$ cat src/inc/gmc_pkg.sv
package gmc_pkg;
  // ---------------------------------------------------------------
  // register placement
  // ---------------------------------------------------------------
  localparam logic [7:0]  GMC_CTRL_OFFSET  = 8'h52;       // byte offset of graphics_control
  localparam logic [5:0]  GMC_CTRL_DWORD   = GMC_CTRL_OFFSET[7:2]; // dword index holding it
  localparam int          GMC_CTRL_LANE    = 2;           // byte lane of its low byte
  localparam int          GMC_CTRL_SHIFT   = 16;          // bit position inside the dword
  localparam logic [15:0] GMC_CTRL_RESET   = 16'h0030;    // whole register after reset

  // ---------------------------------------------------------------
  // field layout
  // ---------------------------------------------------------------
  localparam int          GMC_FBS_LSB      = 4;           // frame_buffer_size_select low bit
  localparam int          GMC_FBS_W        = 3;           // its width
  localparam int          GMC_LVD_BIT      = 1;           // legacy_video_disable bit
  localparam logic [2:0]  GMC_FBS_RESET    = 3'h3;        // 8 MB code
  localparam logic [0:0]  GMC_LVD_RESET    = 1'h0;        // legacy video claimed

  // ---------------------------------------------------------------
  // size codes and answers
  // ---------------------------------------------------------------
  localparam logic [2:0]  GMC_FBS_NONE     = 3'h0;        // nothing pre-allocated
  localparam logic [2:0]  GMC_FBS_1MB      = 3'h1;        // unified memory, 1 MB
  localparam logic [2:0]  GMC_FBS_8MB      = 3'h3;        // unified memory, 8 MB
  localparam logic [3:0]  GMC_MB_NONE      = 4'h0;        // size answer for none/reserved
  localparam logic [3:0]  GMC_MB_ONE       = 4'h1;        // size answer, 1 MB
  localparam logic [3:0]  GMC_MB_EIGHT     = 4'h8;        // size answer, 8 MB
  localparam logic [7:0]  GMC_SUBCLASS_VGA = 8'h00;       // graphics reports vga compatible
  localparam logic [7:0]  GMC_SUBCLASS_OTH = 8'h80;       // graphics reports other display
endpackage

$ cat src/core/gmc_lock_field.sv
`timescale 1ns/1ps
// ---------------------------------------------------------------
// lockable read/write field
// ---------------------------------------------------------------
module gmc_lock_field #(
  parameter int          W   = 1,
  parameter logic [W-1:0] RST = '0
) (
  input  wire logic         clk_sys_in,   // system clock
  input  wire logic         sys_rst_in,   // synchronous reset, high
  input  wire logic         wr_en_in,     // write strobe for this field
  input  wire logic         lock_in,      // lock, blocks writes
  input  wire logic [W-1:0] wdata_in,     // write value
  output logic      [W-1:0] q_out         // stored value
);
  logic [W-1:0] field_q;                  // stored field
  logic [W-1:0] field_d;                  // next value

  // next value: take write only while unlocked
  always_comb begin
    field_d = field_q;
    if (wr_en_in && !lock_in) begin
      field_d = wdata_in;
    end
  end

  // register stage
  always_ff @(posedge clk_sys_in) begin
    if (sys_rst_in) begin
      field_q <= RST;
    end else begin
      field_q <= field_d;
    end
  end

  assign q_out = field_q;
endmodule

$ cat src/core/gmc_graphics_control.sv
`timescale 1ns/1ps
// What this block does
// - size select bits 6:4, resets to 8 MB
// - code zero: no memory, no vga, 80h
// - code one: unified memory, 1 MB
// - code three: 8 MB; other codes reserved
// - lock set: size and disable ignore writes
// - disable clear with a nonzero code: claim vga, report 00h
// - disable set: decline vga, report 80h
module gmc_graphics_control
  import gmc_pkg::*;
(
  input  wire logic        clk_sys_in,        // system clock, 25 MHz
  input  wire logic        sys_rst_in,        // synchronous reset, high
  input  wire logic [7:0]  cfg_addr_in,       // config byte address, dword aligned
  input  wire logic [3:0]  cfg_be_in,         // config byte enables
  input  wire logic        cfg_wr_in,         // config write strobe
  input  wire logic        cfg_rd_in,         // config read strobe
  input  wire logic [31:0] cfg_wdata_in,      // config write data
  input  wire logic        smm_region_lock_in, // lock from the smm ram register
  output logic      [31:0] cfg_rdata_out,     // config read data, registered
  output logic             cfg_rvalid_out,    // read data valid, one cycle
  output logic      [2:0]  frame_buffer_size_select_out, // stored size code
  output logic             legacy_video_disable_out,     // stored disable bit
  output logic             vga_claim_out,     // graphics claims vga cycles
  output logic      [7:0]  sub_class_out,     // graphics sub-class code
  output logic             unified_memory_out, // unified memory mode active
  output logic      [3:0]  prealloc_mb_out    // pre-allocated size in MB
);
  // ---------------------------------------------------------------
  // decode helpers
  // ---------------------------------------------------------------
  // size code to megabytes, reserved codes give nothing
  function automatic logic [3:0] gmc_size_mb(input logic [2:0] code);
    case (code)
      GMC_FBS_1MB: gmc_size_mb = GMC_MB_ONE;
      GMC_FBS_8MB: gmc_size_mb = GMC_MB_EIGHT;
      default:     gmc_size_mb = GMC_MB_NONE;   // none or reserved
    endcase
  endfunction

  // vga claimed only with a nonzero size code and disable clear
  function automatic logic gmc_claims(input logic [2:0] code, input logic dis);
    gmc_claims = !dis && (code != GMC_FBS_NONE);
  endfunction

  // ---------------------------------------------------------------
  // access decode
  // ---------------------------------------------------------------
  logic        hit;                           // address selects our dword
  logic        lane_wr;                       // write reaches the low byte
  logic [15:0] wr_half;                       // register half of write data
  logic [2:0]  fbs_q;                         // size field
  logic        lvd_q;                         // disable field
  logic [2:0]  fbs_d;                         // size after this edge
  logic        lvd_d;                         // disable after this edge
  logic        fld_wr;                        // effective field write

  assign hit     = (cfg_addr_in[7:2] == GMC_CTRL_DWORD);
  assign lane_wr = cfg_wr_in && hit && cfg_be_in[GMC_CTRL_LANE];
  assign wr_half = cfg_wdata_in[GMC_CTRL_SHIFT +: 16];
  // upper byte lane holds only reserved bits, so its writes vanish
  assign fld_wr  = lane_wr && !smm_region_lock_in;

  // ---------------------------------------------------------------
  // field storage
  // ---------------------------------------------------------------
  gmc_lock_field #(
    .W   (GMC_FBS_W),
    .RST (GMC_FBS_RESET)
  ) u_fbs (
    .clk_sys_in (clk_sys_in),
    .sys_rst_in (sys_rst_in),
    .wr_en_in   (lane_wr),
    .lock_in    (smm_region_lock_in),
    .wdata_in   (wr_half[GMC_FBS_LSB +: GMC_FBS_W]),
    .q_out      (fbs_q)
  );

  gmc_lock_field #(
    .W   (1),
    .RST (GMC_LVD_RESET)
  ) u_lvd (
    .clk_sys_in (clk_sys_in),
    .sys_rst_in (sys_rst_in),
    .wr_en_in   (lane_wr),
    .lock_in    (smm_region_lock_in),
    .wdata_in   (wr_half[GMC_LVD_BIT]),
    .q_out      (lvd_q)
  );

  // next field values, mirrored so outputs track the fields
  always_comb begin
    fbs_d = fbs_q;
    lvd_d = lvd_q;
    if (fld_wr) begin
      fbs_d = wr_half[GMC_FBS_LSB +: GMC_FBS_W];
      lvd_d = wr_half[GMC_LVD_BIT];
    end
  end

  // ---------------------------------------------------------------
  // derived graphics state
  // ---------------------------------------------------------------
  logic       claim_q;                        // vga claim
  logic       claim_d;
  logic [7:0] sub_q;                          // sub-class
  logic [7:0] sub_d;
  logic       uma_q;                          // unified memory mode
  logic       uma_d;
  logic [3:0] mb_q;                           // allocated megabytes
  logic [3:0] mb_d;

  // decode the coming field values
  always_comb begin
    claim_d = gmc_claims(fbs_d, lvd_d);
    sub_d   = claim_d ? GMC_SUBCLASS_VGA : GMC_SUBCLASS_OTH;
    mb_d    = gmc_size_mb(fbs_d);
    uma_d   = (mb_d != GMC_MB_NONE);
  end

  // register derived state
  always_ff @(posedge clk_sys_in) begin
    if (sys_rst_in) begin
      claim_q <= gmc_claims(GMC_FBS_RESET, GMC_LVD_RESET);
      sub_q   <= GMC_SUBCLASS_VGA;
      mb_q    <= GMC_MB_EIGHT;
      uma_q   <= 1'b1;
    end else begin
      claim_q <= claim_d;
      sub_q   <= sub_d;
      mb_q    <= mb_d;
      uma_q   <= uma_d;
    end
  end

  // ---------------------------------------------------------------
  // read path
  // ---------------------------------------------------------------
  logic [31:0] rdata_q;                       // read data
  logic [31:0] rdata_d;
  logic        rvalid_q;                      // read answer strobe
  logic        rvalid_d;
  logic [15:0] ctrl_view;                     // register as software sees it

  // reserved bits built as zero
  always_comb begin
    ctrl_view = '0;
    ctrl_view[GMC_FBS_LSB +: GMC_FBS_W] = fbs_q;
    ctrl_view[GMC_LVD_BIT] = lvd_q;
    rdata_d  = '0;                            // unmapped reads zero
    rvalid_d = cfg_rd_in;
    if (cfg_rd_in && hit) begin
      rdata_d[GMC_CTRL_SHIFT +: 16] = ctrl_view;
    end
  end

  // register read answer
  always_ff @(posedge clk_sys_in) begin
    if (sys_rst_in) begin
      rdata_q  <= '0;
      rvalid_q <= 1'b0;
    end else begin
      rdata_q  <= rdata_d;
      rvalid_q <= rvalid_d;
    end
  end

  assign cfg_rdata_out                = rdata_q;
  assign cfg_rvalid_out               = rvalid_q;
  assign frame_buffer_size_select_out = fbs_q;
  assign legacy_video_disable_out     = lvd_q;
  assign vga_claim_out                = claim_q;
  assign sub_class_out                = sub_q;
  assign unified_memory_out           = uma_q;
  assign prealloc_mb_out              = mb_q;

  // write data fields picked straight off the bus for the checks
  logic [GMC_FBS_W-1:0] chk_fbs_wr;           // size bits carried by the write
  logic                 chk_lvd_wr;           // disable bit carried by the write

  assign chk_fbs_wr = cfg_wdata_in[GMC_CTRL_SHIFT + GMC_FBS_LSB +: GMC_FBS_W];
  assign chk_lvd_wr = cfg_wdata_in[GMC_CTRL_SHIFT + GMC_LVD_BIT];
endmodule

$ cat config.mk
export PLATFORM = sky130hd
export DESIGN_NAME = gmc_graphics_control
export DESIGN_NICKNAME = d
export VERILOG_FILES = /design/src/inc/gmc_pkg.sv /design/src/core/gmc_lock_field.sv /design/src/core/gmc_graphics_control.sv
export SDC_FILE = /design/constraint.sdc
export NUM_CORES = 1
export LEC_CHECK = 0
export BUFFER_PORTS_ARGS = -buffer_cell sky130_fd_sc_hd__buf_4
export CAP_MARGIN = 20
export CELL_PAD_IN_SITES_DETAIL_PLACEMENT = 1
export CELL_PAD_IN_SITES_GLOBAL_PLACEMENT = 2
export CORE_AREA = 2 2 83 85
export CTS_CLUSTER_DIAMETER = 200
export DETAILED_ROUTE_END_ITERATION = 16
export DIE_AREA = 0 0 85 87
export PLACE_DENSITY_LB_ADDON = 0.1
export SYNTH_ARGS = -nofsm -noshare
export SYNTH_HDL_FRONTEND = slang
export SYNTH_HIERARCHICAL = 1
export SYNTH_SLANG_ARGS = --single-unit
$ cat constraint.sdc
create_clock -name clk_sys_in -period 1.5 [get_ports clk_sys_in]
set_clock_uncertainty 0.05 [all_clocks]
set_input_delay 0.3 -clock clk_sys_in [delete_from_list [all_inputs] [get_ports clk_sys_in]]
set_output_delay 0.3 -clock clk_sys_in [all_outputs]
set_load 0.01 [all_outputs]
* Word level (Yosys, flattened, before mapping)
Index checks and enable logic that the tools add are counted.
** Storage, ports and cells
- Register bits :: 51
** Cells by class
- Equality and inequality tests :: 3
- Muxes and demuxes :: 4
- Bitwise gates (word level) :: 1
- Reduce and logical (&&, ||, !) cells :: 10
** Operators by type and width (number)
- 2-to-1 mux 8 bit :: 1
- one-hot mux 4 bit (2 select lines) :: 1
- equality test 6 x 5 -> 1 bit (second input constant) :: 1
- logical AND 1 bit :: 5
- nonzero test 4 bit :: 1
- equality test 3 x 1 -> 1 bit (second input constant) :: 1
- equality test 3 x 2 -> 1 bit (second input constant) :: 1
- 2-to-1 mux 3 bit :: 1
- nonzero test 3 bit :: 1
- zero test 1 bit :: 2
- OR reduction 2 bit :: 1
- 2-to-1 mux 1 bit :: 1
- inverter 1 bit :: 1

* Longest topological paths before layout
- Depth after elaboration :: 8
- Mapped depth :: 4
- Gate-level depth less buffers :: 4

* Cells and area by module
The synthesis kept the hierarchy.
** By module, submodules not included
- gmc_graphics_control :: times used 1, cells an instance 77, area each 710.7 um2, seq. area each 200.2 um2
- gmc_lock_field (u_fbs) :: times used 1, cells an instance 13, area each 131.4 um2, seq. area each 60.1 um2
- gmc_lock_field (u_lvd) :: times used 1, cells an instance 5, area each 50.0 um2, seq. area each 20.0 um2

* Worst setup path after synthesis
No wires, ideal clock.
- Path kind :: input port to flip-flop
- Start :: input port cfg_addr_in[7]
- End :: register mb_q[0] (netlist: prealloc_mb_out[0])
- Library setup time :: 0.121 ns
- Data arrival time :: 1.312 ns
- Data required time :: 1.329 ns
- Setup slack :: 0.017 ns
- Cell stages on the path :: 3
- Buffers on the path :: 0
- Path through :: nand4bb_4 -> nor4_4 -> mux2_2
** On the way
- Word-level cells in the longest chain between the ends :: 7
** RTL lines
- start: declaration :: line gmc_graphics_control.sv:15 : input wire logic [7:0] cfg_addr_in,
- equality test 6 x 5 -> 1 bit * :: line gmc_graphics_control.sv:59 : assign hit = (cfg_addr_in[7:2] == GMC_CTRL_DWORD);
- logical AND 1 bit * (2 in series) :: line gmc_graphics_control.sv:60 : assign lane_wr = cfg_wr_in && hit && cfg_be_in[GMC_CTRL_LANE];
- logical AND 1 bit * :: line gmc_graphics_control.sv:63 : assign fld_wr = lane_wr && !smm_region_lock_in;
- 2-to-1 mux 3 bit *
- equality test 3 x 2 -> 1 bit or equality test 3 x 1 -> 1 bit (tied branches) :: line gmc_graphics_control.sv:35 : case (code)
- one-hot mux 4 bit (2 select lines) * :: line gmc_graphics_control.sv:35
- end signal: assignment :: line gmc_graphics_control.sv:132 : mb_q <= mb_d;
- end: declaration :: line gmc_graphics_control.sv:111 : logic [3:0] mb_q;
Mark *: on every way between the ends. The rest lies on a longest branch, timed or not.
A chain may end at the register's enable or synchronous reset.

* Final worst setup path
Ends and elaborated chain as after synthesis.

==> results.ini <==
[synthesis]
yosys_warnings = 6
synth_seq_cells = 14
synth_cell_types = 22
synth_fa_ha_area_share_pct = 0
synth.area.mux_share_pct = 8.13
synth_area_um2 = 892
synth-seq-area-share_pct = 31.4
avgSynthCellArea_um2 = 9.39
syn-instance-count = 95
synth-simple-area-share_pct = 24.5
yosys.area_share.xor_xnor_pct = 0
synth_top_family_by_area = buffers and inverters
synth_compound_area_share_pct = 3.93

[sta]
slew_viol_final = 0
fmax_ghz = 0.718
hold_ws_ns = 0.251
period_share_pct = 92.9
finalSetupViolCount = 0
rsz0062_at_grt = no
period_minus_slack_ns = 1.39
hold_viol_final = 0

[cts]
cts_made_buffers = 3
cts_resized = 0
clk-insertion-delay-late_ns = 0.25
cts_tree = built
clock-root-buffer = clkbuf_8
postCtsSetupRepairBufs = 0
cts_hold_buf = 0
ctsLongestPathBuffers = 2
cts_sinks = 14
htree_num_levels = 1
clkTransAtPathRegs_ns = 0.06

[setup_path]
path_delay_family = simple AND/OR/NAND/NOR gates
path_common_cell = buf_4
cp.required_ns = 1.58
critPathLaunchType = input port
r2r_setup_slack_ns = 0.35
r2r-end = prealloc_mb_out[0]$_SDFF_PP0_
r2r.worst_path.cells = 3
cp_cell_sequence = buf_4 > nand4bb_4 > nor4_4 > buf_4 > mux2_2
cp.arrival_ns = 1.48
worst-path-stages = 5
endpoint = prealloc_mb_out[0]$_SDFF_PP0_
cp-startpoint = cfg_addr_in[7]
slowest_delay_ns = 0.33
worstReg2RegStart = u_fbs/q_out[0]$_SDFFE_PP1P_
worstSetupPathType = in2reg
endpoint_kind = flop
path_max_fanout = 4
cp_slowest_cell = mux2_2
path_buf_inv = 2

[floorplanning]
io_pins = 100
die-width_um = 85
dieArea_um2 = 7400
start_util_pct = 13.6
coreArea_um2 = 6570
num_rows = 30
fp.dieH_um = 87

[power]
p_leak_uw = 0.000521
p_comb_share_pct = 13.3
p_int_uw = 649
p_seq_share_pct = 43.1
p_total_uw = 869
ir_drop_uv = 204
switching_share_pct = 25.4
power_frac_clock_pct = 43.7
p_sw_uw = 220
p_per_area_nw_per_um2 = 752

[route]
drcViolationCount = 0
post_drt_via_cell_ratio = 3.01
vias = 636
drt_iter0_drc = 11
firstDrtPassIters = 3
post_drt_wl_per_cell_um = 10.5
antenna_left = 0
wl_mm = 2.21

[placed_design]
numPlacedInstances = 207
portBuffers = 29
placed_area_um2 = 1100
routabilityCongestion = 0.714
dp_hpwl_mm = 1.85

[grt]
grt-ovfl-total = 0
grt_pass1_vias = 617
track_usage_pct = 5.89
antenna_found_initial = 0
grt_max_degree = 18
grt_pass1_wl_mm = 3.24

[layout]
fin_cells = 211
area_growth_pct = 29.6
final_util_pct = 17.6
finalNetCount = 181
antennaDiodeCount = 0
final_area_um2 = 1160
fill_cells = 766
drive_gt1_share_pct = 33.6

[hold_path]
worstHoldPathType = in2reg
hold_start = cfg_rd_in

[job]
maxCapViolCount = 0

[run_status]
status = complete, no violations

registers in the layout, indices dropped and copies added, names as in the netlist:
signal,cells
prealloc_mb_out,2
vga_claim_out,1
u_lvd/q_out,1
cfg_rdata_out,4
sub_class_out,1
cfg_rvalid_out,1
unified_memory_out,1
u_fbs/q_out,3
area by class of cell:
| cell class | count | area, µm² | share of cell area (%) |
|---|---|---|---|
| multi-input combinational | 79 | 465 | 40.3 |
| timing repair buffer | 34 | 255 | 22.1 |
| clock buffer | 4 | 55.1 | 4.76 |
| tap | 80 | 100 | 8.66 |
| sequential | 14 | 280 | 24.2 |
cells in the mapped netlist:
master / instances / area share (%)
buf_4: 37 / 31
dfxtp_1: 14 / 31
nor2_1: 6 / 2.5
mux2i_1: 5 / 5.6
and2_1: 4 / 2.8
nor2b_1: 3 / 2.1
nor3_1: 3 / 1.7
nor3b_1: 3 / 2.5
a21oi_1: 2 / 1.1
mux2_2: 2 / 2.5
nand2b_1: 2 / 1.4
nand4bb_1: 2 / 2.5
o21ai_1: 2 / 1.1
o21bai_1: 2 / 1.7
and2b_1: 1 / 0.84
clkbuf_1: 1 / 0.42
conb_1: 1 / 0.42
nand2_1: 1 / 0.42
nand4bb_4: 1 / 3.1
nor2b_4: 1 / 1.5
nor4_4: 1 / 2.4
or2_2: 1 / 0.70
layer usage:
| metal | part of all wire, % | track usage [%] | up-vias |
|---|---|---|---|
| met5 | 0 | 0 | - |
| met4 | 1.1 | 3.03 | 0 |
| met3 | 11 | 2.18 | 4 |
| met2 | 49 | 9.94 | 40 |
| met1 | 39 | 6.49 | 282 |
| li1 | - | - | 310 |
how the worst min path moves through the flow:
stage / to / slack, ns / cells after the start
finish: cfg_rvalid_out$_SDFF_PP0_ / 0.25 / 2
global route: cfg_rvalid_out$_SDFF_PP0_ / 0.26 / 2
CTS: cfg_rvalid_out$_SDFF_PP0_ / 0.24 / 2
detailed placement: u_lvd/q_out$_SDFFE_PP0P_ / 0.47 / 2
global placement: u_lvd/q_out$_SDFFE_PP0P_ / 0.47 / 2
floorplan: cfg_rvalid_out$_SDFF_PP0_ / 0.40 / 1
placed cells by master, fill, tap and decap left out, drive strengths merged, types with 4 or more instances in the layout:
master,netlist,final
conb,1,37
buf,37,34
dfxtp,14,14
nor2,6,6
mux2i,5,5
and2,4,4
clkbuf,1,4
nor2b,4,4
power by group through the flow:
stage | clock network (µW) | logic, µW | registers [µW]
final | 380 | 115 | 374
after global routing | 425 | 127 | 374
after CTS | 405 | 116 | 374
after detailed placement | 0 | 115 | 383
after global placement | 0 | 114 | 383
after floorplan | 0 | 136 | 384
cell families after synthesis:
family	count (synthesis)
other	1
multiplexers	7
buffers and inverters	38
AO/OA/AOI/OAI	6
AND/OR/NAND/NOR	29
flip-flops	14
stage by stage:
step | TNS (ns) | setup WS, ns
6_report | 0 | 0.107
5_1_grt | 0 | 0.0206
3_5_place_dp | -0.992 | -0.174
3_3_place_gp | -0.815 | -0.139
2_1_floorplan | 0 | 0.0174
4_1_cts | 0 | 0.0882
No activity file was read; power rests on OpenSTA's default activity.
